===== config.mk =====
export PLATFORM = sky130hd
export DESIGN_NAME = supply_drop_reset_control
export DESIGN_NICKNAME = d
export VERILOG_FILES = /design/src/inc/sdr_pkg.sv /design/src/inc/sdr_evt_if.sv /design/src/hw/sdr_drop_filter.sv /design/src/hw/sdr_code_check.sv /design/src/hw/supply_drop_reset_control.sv
export SDC_FILE = /design/constraint.sdc
export NUM_CORES = 1
export LEC_CHECK = 0
export BUFFER_PORTS_ARGS = -buffer_cell sky130_fd_sc_hd__buf_2
export CAP_MARGIN = 20
export CORE_MARGIN = 2
export CORE_UTILIZATION = 25
export DETAILED_ROUTE_END_ITERATION = 8
export PLACE_DENSITY = 0.51
export RECOVER_POWER = 100
export SETUP_SLACK_MARGIN = 0.3
export SYNTH_ARGS = -nofsm -noshare
export SYNTH_HDL_FRONTEND = slang
export SYNTH_SLANG_ARGS = --single-unit

===== constraint.sdc =====
create_clock -name clock -period 2.45 [get_ports clock]
set_input_delay 0.245 -clock clock [delete_from_list [all_inputs] [get_ports clock]]
set_output_delay 0.245 -clock clock [all_outputs]
set_load 0.02 [all_outputs]

===== src/inc/sdr_pkg.sv =====
// Constants, types and register map for the supply drop reset control block
// How it works
// - Supply-drop detection stays active in fast and slow modes.
// - Detection is off in idle or sleep; no supply-drop reset there.
// - Reset only when low supply persists beyond the selected width.
// - Width code selects 7-8, 31-32, 63-64 or 127-128 oscillator periods.
// - Only 0x55, 0x33, 0x99, 0xaa are valid threshold codes, rising.
// - Invalid threshold code: reset after soft delay, register back to 0x55.
// - Invalid threshold code reset sets the invalid-code flag.
// - Qualified low-supply reset sets the supply-drop flag.
// - Hardware never clears those flags; software writes zero to clear.
// - Supply-drop reset leaves the threshold register unchanged.
// - Power-on loads threshold register with 0x55.
// - Watchdog timeout in fast or slow: full reset, timeout flag set.
// - Watchdog timeout in idle or sleep: PC and SP clear, both flags set.
// - Power-on clears timeout and power-down; supply-drop reset keeps them.
// - Power-on: PC zero, interrupts off, timers off, ports input, SP top, watchdog restart.
// - Pointers cleared on power-on and normal watchdog, kept on sleep watchdog.
// - Filter periods counted on the low-speed oscillator, about 32 kHz.
package sdr_pkg;
  localparam logic [11:0] ADDR_THRESH   = 12'h000;
  localparam logic [11:0] ADDR_WIDTH    = 12'h004;
  localparam logic [11:0] ADDR_FLAGS    = 12'h008;
  localparam logic [11:0] ADDR_IRQ_STAT = 12'h00c;
  localparam logic [11:0] ADDR_IRQ_EN   = 12'h010;
  localparam logic [11:0] ADDR_IRQ_CLR  = 12'h014;
  localparam logic [11:0] ADDR_STATUS   = 12'h018;

  localparam logic [7:0] THRESH_RESET = 8'h55;
  localparam logic [7:0] THRESH_V0    = 8'h55;
  localparam logic [7:0] THRESH_V1    = 8'h33;
  localparam logic [7:0] THRESH_V2    = 8'h99;
  localparam logic [7:0] THRESH_V3    = 8'haa;
  localparam logic [1:0] WIDTH_RESET  = 2'h1;

  localparam int FLAG_WDOG_BIT    = 0;
  localparam int FLAG_INVALID_BIT = 1;
  localparam int FLAG_DROP_BIT    = 2;
  localparam int STAT_TO_BIT      = 0;
  localparam int STAT_PDF_BIT     = 1;

  // Widths in oscillator periods; count the upper figure so the window is 7~8 etc.
  localparam logic [7:0] WIDTH_P0 = 8'h08;
  localparam logic [7:0] WIDTH_P1 = 8'h20;
  localparam logic [7:0] WIDTH_P2 = 8'h40;
  localparam logic [7:0] WIDTH_P3 = 8'h80;

  // Soft reset delay in oscillator periods (no figure given)
  localparam logic [7:0] SOFT_RESET_DELAY = 8'h04;
  // Reset pulse length in clock cycles
  localparam logic [3:0] RESET_PULSE = 4'h4;

  typedef enum logic [1:0] {
    MODE_FAST  = 2'b00,
    MODE_SLOW  = 2'b01,
    MODE_IDLE  = 2'b10,
    MODE_SLEEP = 2'b11
  } op_mode_t;

  typedef enum logic [2:0] {
    RST_NONE    = 3'b000,
    RST_POWERON = 3'b001,
    RST_DROP    = 3'b010,
    RST_INVALID = 3'b011,
    RST_WDOG    = 3'b100,
    RST_WDOG_HLT= 3'b101
  } rst_kind_t;
endpackage


===== src/inc/sdr_evt_if.sv =====
// Event carrier between the filter, the code checker and the controller
`timescale 1ns/1ps
`default_nettype none
interface sdr_evt_if;
  logic qualified_drop;
  logic invalid_reset;
  modport src (output qualified_drop, output invalid_reset);
  modport dst (input qualified_drop, input invalid_reset);
endinterface
`default_nettype wire


===== src/hw/sdr_drop_filter.sv =====
// Persistence filter on the synchronised low-supply indication
`timescale 1ns/1ps
`default_nettype none
module sdr_drop_filter
  import sdr_pkg::*;
(
  input  wire logic       clock,
  input  wire logic       reset_n,
  input  wire logic       low_supply,
  input  wire logic       detect_en,
  input  wire logic [1:0] width_code,
  output logic            qualified_drop
);
  logic       sync1_r;
  logic       sync2_r;
  logic [7:0] count_r;
  logic [7:0] limit;

  always_ff @(posedge clock) begin
    if (!reset_n) begin
      sync1_r <= 1'b0;
      sync2_r <= 1'b0;
    end else begin
      sync1_r <= low_supply;
      sync2_r <= sync1_r;
    end
  end

  always_comb begin
    case (width_code)
      2'b00:   limit = WIDTH_P0;
      2'b01:   limit = WIDTH_P1;
      2'b10:   limit = WIDTH_P2;
      default: limit = WIDTH_P3;
    endcase
  end

  // Clock is the low-speed oscillator itself, so each edge is one period
  always_ff @(posedge clock) begin
    if (!reset_n) begin
      count_r <= 8'h00;
    end else if (!sync2_r || !detect_en) begin
      count_r <= 8'h00;
    end else if (count_r < limit) begin
      count_r <= count_r + 8'h01;
    end
  end

  // Saturating compare: a smaller width written mid-dip must not let the counter wrap
  assign qualified_drop = detect_en && (count_r >= limit);

  property p_drop_needs_persist;
    @(posedge clock) disable iff (!reset_n)
      qualified_drop |-> $past(sync2_r, 7);
  endproperty
  a_drop_needs_persist: assert property (p_drop_needs_persist)
    else $error("drop qualified without persistent low supply");

  property p_restart;
    @(posedge clock) disable iff (!reset_n)
      !sync2_r |=> count_r == 8'h00;
  endproperty
  a_restart: assert property (p_restart)
    else $error("counter did not restart");
endmodule // sdr_drop_filter
`default_nettype wire


===== src/hw/sdr_code_check.sv =====
// Threshold code validity check with soft reset delay
`timescale 1ns/1ps
`default_nettype none
module sdr_code_check
  import sdr_pkg::*;
(
  input  wire logic       clock,
  input  wire logic       reset_n,
  input  wire logic [7:0] code,
  output logic            code_valid,
  output logic            invalid_reset
);
  logic [7:0] delay_r;

  assign code_valid = (code == THRESH_V0) || (code == THRESH_V1) ||
                      (code == THRESH_V2) || (code == THRESH_V3);

  always_ff @(posedge clock) begin
    if (!reset_n) begin
      delay_r <= 8'h00;
    end else if (code_valid) begin
      delay_r <= 8'h00;
    end else if (delay_r != SOFT_RESET_DELAY) begin
      delay_r <= delay_r + 8'h01;
    end
  end

  assign invalid_reset = !code_valid && (delay_r == SOFT_RESET_DELAY);

  property p_invalid_delay;
    @(posedge clock) disable iff (!reset_n)
      invalid_reset |-> $past(!code_valid, 4);
  endproperty
  a_invalid_delay: assert property (p_invalid_delay)
    else $error("invalid reset before soft delay");
endmodule // sdr_code_check
`default_nettype wire


===== src/hw/supply_drop_reset_control.sv =====
// Supply drop reset control: filter, code check, reset cause flags, APB registers
`timescale 1ns/1ps
`default_nettype none
module supply_drop_reset_control
  import sdr_pkg::*;
(
  input  wire logic        clock,
  input  wire logic        reset_n,
  input  wire logic        psel,
  input  wire logic        penable,
  input  wire logic        pwrite,
  input  wire logic [11:0] paddr,
  input  wire logic [31:0] pwdata,
  input  wire logic [3:0]  pstrb,
  output logic [31:0]      prdata,
  output logic             pready,
  output logic             pslverr,
  input  wire logic        low_supply,
  input  wire logic [1:0]  op_mode,
  input  wire logic        wdog_timeout,
  output logic             chip_reset,
  output logic             core_clear,
  output logic             pointer_clear,
  output logic             power_on_init,
  output logic [2:0]       reset_kind,
  output logic             timeout_flag,
  output logic             power_down_flag,
  output logic [1:0]       threshold_level,
  output logic             irq
);
  sdr_evt_if evt ();

  logic [7:0] threshold_code_r;
  logic [1:0] width_code_r;
  logic [2:0] flags_r;
  logic [2:0] irq_stat_r;
  logic [2:0] irq_en_r;
  logic       timeout_flag_r;
  logic       power_down_flag_r;
  logic       por_done_r;
  logic [3:0] pulse_r;
  logic [2:0] kind_r;
  logic       halted;
  logic       detect_en;
  logic       code_valid;
  logic       drop_evt;
  logic       invalid_evt;
  logic       wdog_run;
  logic       wdog_halt;
  logic       busy;
  logic       wr_en;
  logic       rd_en;
  logic       addr_ok;
  logic [2:0] evt_vec;
  logic [2:0] flag_clr;
  logic [2:0] irq_clr;

  assign halted    = (op_mode == MODE_IDLE) || (op_mode == MODE_SLEEP);
  assign detect_en = !halted;

  sdr_drop_filter u_filter (
    .clock          (clock),
    .reset_n        (reset_n),
    .low_supply     (low_supply),
    .detect_en      (detect_en),
    .width_code     (width_code_r),
    .qualified_drop (evt.qualified_drop)
  );

  sdr_code_check u_check (
    .clock         (clock),
    .reset_n       (reset_n),
    .code          (threshold_code_r),
    .code_valid    (code_valid),
    .invalid_reset (evt.invalid_reset)
  );

  // A reset pulse in progress masks new causes so each event yields one pulse
  assign busy        = (pulse_r != 4'h0);
  assign drop_evt    = evt.qualified_drop && !busy;
  assign invalid_evt = evt.invalid_reset && !busy && !drop_evt;
  assign wdog_run    = wdog_timeout && !halted && !busy && !drop_evt && !invalid_evt;
  assign wdog_halt   = wdog_timeout && halted && !busy;

  // APB: zero wait states, errors on unmapped addresses
  assign pready  = 1'b1;
  assign addr_ok = (paddr == ADDR_THRESH) || (paddr == ADDR_WIDTH) ||
                   (paddr == ADDR_FLAGS) || (paddr == ADDR_IRQ_STAT) ||
                   (paddr == ADDR_IRQ_EN) || (paddr == ADDR_IRQ_CLR) ||
                   (paddr == ADDR_STATUS);
  assign pslverr = psel && penable && !addr_ok;
  assign wr_en   = psel && penable && pwrite && addr_ok && pstrb[0];
  assign rd_en   = psel && !penable && !pwrite;

  // Threshold register; hardware reload only on an invalid-code reset
  always_ff @(posedge clock) begin
    if (!reset_n) begin
      threshold_code_r <= THRESH_RESET;
    end else if (invalid_evt) begin
      threshold_code_r <= THRESH_RESET;
    end else if (wr_en && (paddr == ADDR_THRESH)) begin
      threshold_code_r <= pwdata[7:0];
    end
  end

  always_ff @(posedge clock) begin
    if (!reset_n) begin
      width_code_r <= WIDTH_RESET;
    end else if (wr_en && (paddr == ADDR_WIDTH)) begin
      width_code_r <= pwdata[1:0];
    end
  end

  assign evt_vec  = {drop_evt, invalid_evt, 1'b0};
  assign flag_clr = (wr_en && (paddr == ADDR_FLAGS)) ? ~pwdata[2:0] : 3'b000;

  // Flags only fall on a software write of zero; a new event wins over the clear
  always_ff @(posedge clock) begin
    if (!reset_n) begin
      flags_r <= 3'b000;
    end else begin
      flags_r <= (flags_r & ~flag_clr) | evt_vec;
    end
  end

  assign irq_clr = (wr_en && (paddr == ADDR_IRQ_CLR)) ? pwdata[2:0] : 3'b000;

  always_ff @(posedge clock) begin
    if (!reset_n) begin
      irq_stat_r <= 3'b000;
    end else begin
      irq_stat_r <= (irq_stat_r & ~irq_clr) | {drop_evt, invalid_evt, wdog_run | wdog_halt};
    end
  end

  always_ff @(posedge clock) begin
    if (!reset_n) begin
      irq_en_r <= 3'b000;
    end else if (wr_en && (paddr == ADDR_IRQ_EN)) begin
      irq_en_r <= pwdata[2:0];
    end
  end

  assign irq = |(irq_stat_r & irq_en_r);

  // Timeout and power-down flags; supply-drop and invalid resets leave them alone
  always_ff @(posedge clock) begin
    if (!reset_n) begin
      timeout_flag_r    <= 1'b0;
      power_down_flag_r <= 1'b0;
    end else if (wdog_halt) begin
      timeout_flag_r    <= 1'b1;
      power_down_flag_r <= 1'b1;
    end else if (wdog_run) begin
      timeout_flag_r    <= 1'b1;
    end
  end

  // Reset pulse generator and cause record
  always_ff @(posedge clock) begin
    if (!reset_n) begin
      pulse_r <= RESET_PULSE;
      kind_r  <= RST_POWERON;
    end else if (drop_evt) begin
      pulse_r <= RESET_PULSE;
      kind_r  <= RST_DROP;
    end else if (invalid_evt) begin
      pulse_r <= RESET_PULSE;
      kind_r  <= RST_INVALID;
    end else if (wdog_run) begin
      pulse_r <= RESET_PULSE;
      kind_r  <= RST_WDOG;
    end else if (wdog_halt) begin
      pulse_r <= RESET_PULSE;
      kind_r  <= RST_WDOG_HLT;
    end else if (busy) begin
      pulse_r <= pulse_r - 4'h1;
    end
  end

  always_ff @(posedge clock) begin
    if (!reset_n) begin
      por_done_r <= 1'b0;
    end else if (!busy) begin
      por_done_r <= 1'b1;
    end
  end

  // Halted watchdog reset clears only PC and SP, so no chip reset for it
  assign chip_reset    = busy && (kind_r != RST_WDOG_HLT);
  assign core_clear    = busy;
  assign pointer_clear = busy && ((kind_r == RST_POWERON) || (kind_r == RST_WDOG) ||
                                  (kind_r == RST_DROP) || (kind_r == RST_INVALID));
  assign power_on_init = busy && !por_done_r;
  assign reset_kind    = busy ? kind_r : RST_NONE;
  assign timeout_flag    = timeout_flag_r;
  assign power_down_flag = power_down_flag_r;

  always_comb begin
    case (threshold_code_r)
      THRESH_V1: threshold_level = 2'h1;
      THRESH_V2: threshold_level = 2'h2;
      THRESH_V3: threshold_level = 2'h3;
      default:   threshold_level = 2'h0;
    endcase
  end

  // Read data captured in setup phase, valid in access phase
  always_ff @(posedge clock) begin
    if (!reset_n) begin
      prdata <= 32'h0000_0000;
    end else if (rd_en) begin
      if (paddr == ADDR_THRESH) begin
        prdata <= {24'h00_0000, threshold_code_r};
      end else if (paddr == ADDR_WIDTH) begin
        prdata <= {30'h0000_0000, width_code_r};
      end else if (paddr == ADDR_FLAGS) begin
        prdata <= {29'h0000_0000, flags_r};
      end else if (paddr == ADDR_IRQ_STAT) begin
        prdata <= {29'h0000_0000, irq_stat_r};
      end else if (paddr == ADDR_IRQ_EN) begin
        prdata <= {29'h0000_0000, irq_en_r};
      end else if (paddr == ADDR_STATUS) begin
        prdata <= {30'h0000_0000, power_down_flag_r, timeout_flag_r};
      end else begin
        prdata <= 32'h0000_0000;
      end
    end
  end

  property p_no_drop_halted;
    @(posedge clock) disable iff (!reset_n)
      halted |-> !drop_evt;
  endproperty
  a_no_drop_halted: assert property (p_no_drop_halted)
    else $error("supply-drop reset while halted");

  property p_drop_flag;
    @(posedge clock) disable iff (!reset_n)
      drop_evt |=> flags_r[FLAG_DROP_BIT] && chip_reset;
  endproperty
  a_drop_flag: assert property (p_drop_flag)
    else $error("supply-drop flag not set");

  property p_invalid_flag;
    @(posedge clock) disable iff (!reset_n)
      invalid_evt |=> flags_r[FLAG_INVALID_BIT] && threshold_code_r == THRESH_RESET;
  endproperty
  a_invalid_flag: assert property (p_invalid_flag)
    else $error("invalid-code flag or reload missing");

  property p_flag_sticky;
    @(posedge clock) disable iff (!reset_n)
      $fell(flags_r[FLAG_DROP_BIT]) |-> $past(wr_en && paddr == ADDR_FLAGS);
  endproperty
  a_flag_sticky: assert property (p_flag_sticky)
    else $error("flag cleared without software");

  property p_drop_keeps_code;
    @(posedge clock) disable iff (!reset_n)
      drop_evt && !wr_en |=> $stable(threshold_code_r);
  endproperty
  a_drop_keeps_code: assert property (p_drop_keeps_code)
    else $error("threshold changed by supply-drop reset");

  property p_wdog_halt_flags;
    @(posedge clock) disable iff (!reset_n)
      wdog_halt |=> timeout_flag && power_down_flag && !chip_reset && core_clear;
  endproperty
  a_wdog_halt_flags: assert property (p_wdog_halt_flags)
    else $error("halted watchdog reset wrong");

  property p_wdog_run;
    @(posedge clock) disable iff (!reset_n)
      wdog_run |=> timeout_flag && chip_reset && pointer_clear;
  endproperty
  a_wdog_run: assert property (p_wdog_run)
    else $error("running watchdog reset wrong");

  property p_drop_keeps_status;
    @(posedge clock) disable iff (!reset_n)
      drop_evt |=> $stable(timeout_flag) && $stable(power_down_flag);
  endproperty
  a_drop_keeps_status: assert property (p_drop_keeps_status)
    else $error("status flags moved on supply-drop reset");

  property p_invalid_sticky;
    @(posedge clock) disable iff (!reset_n)
      $fell(flags_r[FLAG_INVALID_BIT]) |-> $past(wr_en && paddr == ADDR_FLAGS);
  endproperty
  a_invalid_sticky: assert property (p_invalid_sticky)
    else $error("invalid-code flag cleared without software");

  // The idle cycle after the pulse lets the core leave reset before a new cause
  property p_pulse_len;
    @(posedge clock) disable iff (!reset_n)
      $rose(core_clear) |-> core_clear [*4] ##1 !core_clear;
  endproperty
  a_pulse_len: assert property (p_pulse_len)
    else $error("reset pulse length wrong");

  property p_por_init;
    @(posedge clock) disable iff (!reset_n)
      power_on_init |-> chip_reset && pointer_clear && reset_kind == RST_POWERON;
  endproperty
  a_por_init: assert property (p_por_init)
    else $error("power-on pulse incomplete");

  property p_por_status;
    @(posedge clock) disable iff (!reset_n)
      power_on_init |-> !timeout_flag && !power_down_flag;
  endproperty
  a_por_status: assert property (p_por_status)
    else $error("status flags set during power-on");

  property p_invalid_fixed;
    @(posedge clock) disable iff (!reset_n)
      invalid_evt |=> code_valid;
  endproperty
  a_invalid_fixed: assert property (p_invalid_fixed)
    else $error("threshold code still invalid after reload");

  property p_halt_keeps_ptr;
    @(posedge clock) disable iff (!reset_n)
      wdog_halt |=> !pointer_clear && !power_on_init;
  endproperty
  a_halt_keeps_ptr: assert property (p_halt_keeps_ptr)
    else $error("pointers cleared by halted watchdog reset");

  property p_drop_irq;
    @(posedge clock) disable iff (!reset_n)
      drop_evt && irq_en_r[FLAG_DROP_BIT] && !wr_en |=> irq;
  endproperty
  a_drop_irq: assert property (p_drop_irq)
    else $error("enabled supply-drop interrupt missing");
endmodule // supply_drop_reset_control
`default_nettype wire


Word-level counts from Yosys, hierarchy flattened

Index checks and enable logic that the tools add are counted.
Widths: inputs -> output; s select.

Memory bits (writable): 0
Input bits: 57
Output and inout port bits: 46
Bits in read-only memories: 0
Memories: 0
Bits in registers: 79
Latch bits: 0

Bitwise operators: 10
Div/mod/pow operators: 0
Multiplexer cells: 17
Add/subtract/negate cells: 3
Equality and inequality tests: 21
Reduce and logical (&&, ||, !) cells: 61
Shifts and indexed selects: 0
Magnitude comparators: 2
Multipliers: 0

Operator list:

| operator            | number |
|---|---|
| $eq 12x5->1 const B | 3 |
| $mux 3              | 9 |
| $logic_and 1x1->1   | 26 |
| $eq 12x4->1 const B | 2 |
| $pmux 8 s3          | 1 |
| $add 8x1->8 const B | 2 |
| $eq 8x8->1 const B  | 2 |
| $logic_or 1x1->1    | 14 |
| $eq 12x3->1 const B | 1 |
| $logic_not 12->1    | 1 |
| $logic_not 1->1     | 10 |
| $and 3x3->3         | 3 |
| $not 3->3           | 3 |
| $eq 8x3->1 const B  | 1 |
| $eq 8x6->1 const B  | 1 |
| $eq 8x7->1 const B  | 1 |
| $ge 8x8->1          | 1 |
| $lt 8x8->1          | 1 |
| $mux 8              | 1 |
| $ne 8x3->1 const B  | 1 |
| $reduce_bool 4->1   | 2 |
| $eq 2x2->1 const B  | 3 |
| $eq 3x2->1 const B  | 2 |
| $mux 2              | 3 |
| 15 further kinds    | 20 |

Longest topological paths before layout

Word-level depth: 14
Depth in mapped cells: 8
Gate-level depth less buffers: 7

By module

From an unflattened synthesis, not the netlist that was laid out.

Cells, all modules: 379
Area, all modules: 3,146.8 um^2

Modules (own cells, without submodules):

| module                    | seq. area each (um^2) | area an instance (um^2) | instances | cells each |
|---|---|---|---|---|
| supply_drop_reset_control | 740.7                 | 2,102.0                 | 1         | 264 |
| sdr_drop_filter           | 200.2                 | 575.6                   | 1         | 65 |
| sdr_code_check            | 160.2                 | 469.2                   | 1         | 50 |

Least setup slack after synthesis

No wires, ideal clock.

Path type: reg-to-reg
Start: register width_code_r[0]
End: register threshold_code_r[0]
Buffers on the path: 0
Data required time: 2.332 ns
Arrival time: 1.774 ns
Stages on the path, launching flop included: 8
Slack: 0.558 ns
Period minus slack after synthesis: 1.892 ns
Path through: dfxtp_1 -> nand2b_1 -> ha_1 -> nand4b_1 -> a21o_1 -> a211oi_2 -> o31a_1 -> nand2_1

Longest elaborated chain between the ends: 8
Elaborated cells between the ends (all ways): 10
Those cells by class: order compare (1); eq/ne (2); mux (1); reduce/logical (6)

RTL lines:

| what                               | RTL line                         | RTL |
|---|---|---|
| from (decl)                        | supply_drop_reset_control.sv:34  | `logic [1:0] width_code_r;` |
| from (signal assigned)             | supply_drop_reset_control.sv:110 | `width_code_r <= pwdata[1:0];` |
| $eq 2x2->1 (tied with other cells) | sdr_drop_filter.sv:30            | `case (width_code)` |
| $pmux 8 s3 *                       | sdr_drop_filter.sv:30            |  |
| $ge 8x8->1 *                       | sdr_drop_filter.sv:50            | `assign qualified_drop = detect_en && (count_r >= limit);` |
| $logic_and 1x1->1 *                | sdr_drop_filter.sv:50            |  |
| $logic_and 1x1->1 *                | supply_drop_reset_control.sv:80  | `assign drop_evt = evt.qualified_drop && !busy;` |
| $logic_not 1->1 *                  | supply_drop_reset_control.sv:81  | `assign invalid_evt = evt.invalid_reset && !busy && !drop_evt;` |
| $logic_and 1x1->1 *                | supply_drop_reset_control.sv:81  |  |
| $reduce_or 2->1 (no line) *        | --                               |  |
| to (signal assigned)               | supply_drop_reset_control.sv:102 | `threshold_code_r <= pwdata[7:0];` |
| to (decl)                          | supply_drop_reset_control.sv:33  | `logic [7:0] threshold_code_r;` |

Every way passes the cells marked *; elsewhere a longest branch is shown, timed or not.
A chain may end at the register's enable or synchronous reset.

Worst setup path in the final report

Start: register threshold_code_r[6]
End: register pulse_r[1]

Longest elaborated chain between the ends: 11
Elaborated cells between the ends (all ways): 14
Those cells by class: eq/ne (4); reduce/logical (10)

RTL lines:

| what                                            | RTL line                         | RTL |
|---|---|---|
| $eq 8x7->1 / $eq 8x6->1 (equally long branches) | sdr_code_check.sv:15             | `assign code_valid = (code == THRESH_V0) \|\| (code == THRESH_V1) \|\|` |
| $logic_or 1x1->1 (2 in series)                  | sdr_code_check.sv:15             |  |
| $logic_or 1x1->1 *                              | sdr_code_check.sv:16             | `(code == THRESH_V2) \|\| (code == THRESH_V3);` |
| $logic_not 1->1 *                               | sdr_code_check.sv:28             | `assign invalid_reset = !code_valid && (delay_r == SOFT_RESET_DELAY);` |
| $logic_and 1x1->1 *                             | sdr_code_check.sv:28             |  |
| $logic_and 1x1->1 * (2 in series)               | supply_drop_reset_control.sv:81  |  |
| $logic_not 1->1                                 | supply_drop_reset_control.sv:82  | `assign wdog_run = wdog_timeout && !halted && !busy && !drop_evt && !invalid_evt;` |
| $logic_and 1x1->1                               | supply_drop_reset_control.sv:82  |  |
| $reduce_or 5->1 (no line) *                     | --                               |  |
| to (signal assigned)                            | supply_drop_reset_control.sv:177 | `pulse_r <= pulse_r - 4'h1;` |
| to (decl)                                       | supply_drop_reset_control.sv:41  | `logic [3:0] pulse_r;` |

Marks and branches as above.

==> results.md <==
* Mean instance size in the synthesized netlist at between 8 and 9 um2
* Instance count along the most critical hold path at 2
* Placed Instances at 534
* Max transition margin at between 30% and 40%
* DRT Wirelength at roughly 7 mm
* Width of the chip at 115 um
* Number of max-slew violations in the final report at 0
* Standard cell core area at 0.0120 mm2
* Overall power of the completed layout at ~2.1 mW
* GRT overflow at 0
* GR Util All Layers at a little over a tenth
* Source of the worst hold timing path: low_supply
* Final setup violation count at 0
* H-tree levels at 2
* Critical setup path kind: register to register
* Maximum vdd drop at between 300 and 400 uV
* Class of the tightest hold or removal check: primary input to register
* YS warnings at 0
* Maximum number of pins on one net before global-route repair at 29
* Detailed Route Iter0 Violations at 86
* Routability cong. at 0.786
* Post-synthesis register bit count at between 50 and 60
* Setup repair after global routing missed its margin: false
* Vias/cell at roughly 4.6
* Number of distinct library cells after synthesis at 60
* Footprint of the multi-input gates at around 0.0017 mm2
* DRC violation count after routing at 0
* CP max FO at 9
* RR Endpoint: pulse_r[1]
* Total number of vias at between 2,000 and 2,500
* Maximum root-to-sink buffer count at 2
* Fmax at 0.470 GHz
* Boundary pin count at ~100
* Total number of clock tree sinks at between 50 and 60
* Number of antenna violations at the first check in global routing at 0
* Full die area at approximately 0.013 mm2
* Final worst-path cycle share at 86.9%
* Post-detailed-route count of antenna-violating nets at 0
* FF-to-FF setup slack at ~0.32 ns
* Height of the chip at 115 um
* Critical Path Source Type: register
* Quantity of hold-fixing buffers added after cts at 0
* Diode count at 0
* Data arrival time at the worst-slack endpoint at approximately 2.3 ns
* Share of layout cells above drive strength 1 at between 10% and 20%
* Placed wire-length estimate at between 5 and 6 mm
* Wire per inst at around 13 um
* Total routed wire length on the met1 layer at 3.42 mm
* Instance count of the mapped netlist at about 350
* Worst Clk Skew at ~0.0046 ns
* Leading cell type in the layout, fill and taps excluded: dfxtp_1
* Maximum Capacitance Violations at 0
* Met2 routed WL at 3.21 mm
* Hold Path End: u_filter.sync1_r
* Synth Flop Type: dfxtp_1
* Clock insertion delay at the later pin of the skew report at roughly 0.29 ns
* Layout Area Growth over Synthesis at 12.3%
* Global-route wire length before repair at roughly 11 mm
* Static leakage at 1.33 nW
* Clock tree from TritonCTS: yes
* Number of nets in the layout at between 400 and 500
* Root Buffer Master: clkbuf_16
* FF-to-FF Start: threshold_code_r[6]
* Number of inserted filler cells in the final layout at between 1,000 and 1,500
* Outcome: completed
* Final TNS setup at 0 ns
* Storage cell area at between 0.001 and 0.0015 mm2
* Data required, critical path at roughly 2.6 ns
* Power per standard cell area at approximately 620 mW/mm2
* Cell depth of the worst flop-to-flop path at 5
* Crit end category: register
* Measured slew at the worst slew-check pin at between 1 and 1.5 ns
* Detail Route met3 WL at roughly 270 um
* Clock edge transition at the registers on the reported setup and hold paths at 0.07 ns
* Non-filler instance count after layout at 542
* Number of synthesized flops with an enable pin at 0
* Detailed-router iteration count before antenna repair at 4
* Most frequent cells in the layout: dfxtp_1, nor2_1, buf_2, conb_1, clkbuf_1
* Post-route minimum period at 2.13 ns
* Mapped Area at just over 0.003 mm2
* Starting utilization of the core area at roughly 26%
* Proportion of register bits with asynchronous set or reset after synthesis at 0%
* Count of buffers inserted at the top-level ports at just under 50
* Number of global-route vias before repair at ~2,300
* Number of rows created at floorplan at 40
* Top Layer Used: met4
* Register area share after synthesis at between 30% and 40%
* Total CTS buffers at 5
* Final hold violation count at 0
## worst max-delay path, stage by stage (launching register included)
cell	delay (ns)
dfxtp_1	0.41
nand4bb_1	0.21
a2bb2oi_1	0.41
nand3_1	0.39
and4bb_1	0.38
a31o_1	0.22
## kinds of logic (layout without fill, tap and decap cells)
logic type,after synthesis,after routing,synth area share (%)
other,2,25,0.245
XOR/XNOR,15,15,4.28
AND/OR/NAND/NOR,138,138,26.9
adder cells (fa/ha/maj),9,9,3.67
buffers and inverters,52,76,9.50
flip-flops,55,55,35.9
AO/OA/AOI/OAI,61,61,14.3
multiplexers,16,16,5.22
## power breakdown
part / switching (mW) / leakage (nW) / internal, mW / total [mW]
Sequential: 0.0393 / 0.446 / 0.943 / 0.982
Clock: 0.319 / 0.0669 / 0.378 / 0.697
Combinational: 0.291 / 0.817 / 0.150 / 0.441
## how the worst max path moves through the flow
stage,slack [ns],end,start
2_1_floorplan,0.56,threshold_code_r[0],width_code_r[0]
3_3_place_gp,0.38,irq_stat_r[1],width_code_r[1]
3_5_place_dp,0.33,irq_stat_r[1],width_code_r[0]
4_1_cts,0.32,irq_stat_r[1],width_code_r[0]
5_1_grt,0.16,irq_stat_r[1],width_code_r[0]
6_report,0.32,pulse_r[1],threshold_code_r[6]
## layer usage
metal,vias to the layer above,track usage (%)
met3,4,1.79
met5,-,0
li1,1255,-
met1,1150,14.0
met4,0,2.89
met2,62,17.8
## layout make-up
cell class,instances,area share [%]
inverter,16,1.74
clock buffer,6,3.74
sequential,55,32.0
timing repair buffer,52,6.79
multi-input combinational,264,50.0
clock inverter,2,0.363
tap,147,5.34
## metrics by stage
stage / hold WS [ns] / utilization (%) / worst slack [ns] / instance area [um2]
after floorplan: 0.370 / - / 0.558 / 3150
after global placement: 0.417 / 28.1 / 0.377 / 3370
after detailed placement: 0.424 / 28.1 / 0.330 / 3370
after CTS: 0.171 / 29.3 / 0.318 / 3520
after global routing: 0.194 / 28.7 / 0.163 / 3440
final: 0.171 / 28.7 / 0.321 / 3440
## sequential cells by signal, summed over array words and instances (netlist names)
name / count
u_filter.sync1_r: 1
kind_r: 3
flags_r: 3
u_filter.sync2_r: 1
threshold_code_r: 8
pulse_r: 4
irq_stat_r: 3
por_done_r: 1
timeout_flag: 1
irq_en_r: 3
power_down_flag: 1
width_code_r: 2
u_check.delay_r: 8
prdata: 8
u_filter.count_r: 8
## timing repair
| item | 4_1_cts | 5_1_grt |
|---|---|---|
| setup buffers | 0 | 0 |
| endpoints found under the setup margin | 0 | 9 |
| gates resized for setup | 0 | 3 |
## synthesized netlist by cell type, drive strengths merged, types with 4 or more instances
master,instances,share of area [%]
a21oi,14,2.3
a22oi,7,1.7
and2,5,1.0
and3,8,1.7
buf,26,6.3
clkbuf,10,1.3
dfxtp,55,36
ha,9,3.7
inv,16,2.0
mux2i,16,5.2
nand2,18,2.2
nand3,12,2.5
nand4bb,4,1.5
nor2,34,4.2
nor2b,17,3.5
nor3,10,2.0
nor3b,4,1.1
nor4,4,1.3
o21a,7,1.7
o21ai,7,1.1
o31ai,4,1.1
or3,4,0.98
xnor2,9,2.6
xor2,6,1.7
No activity file was read; power rests on OpenSTA's default activity.
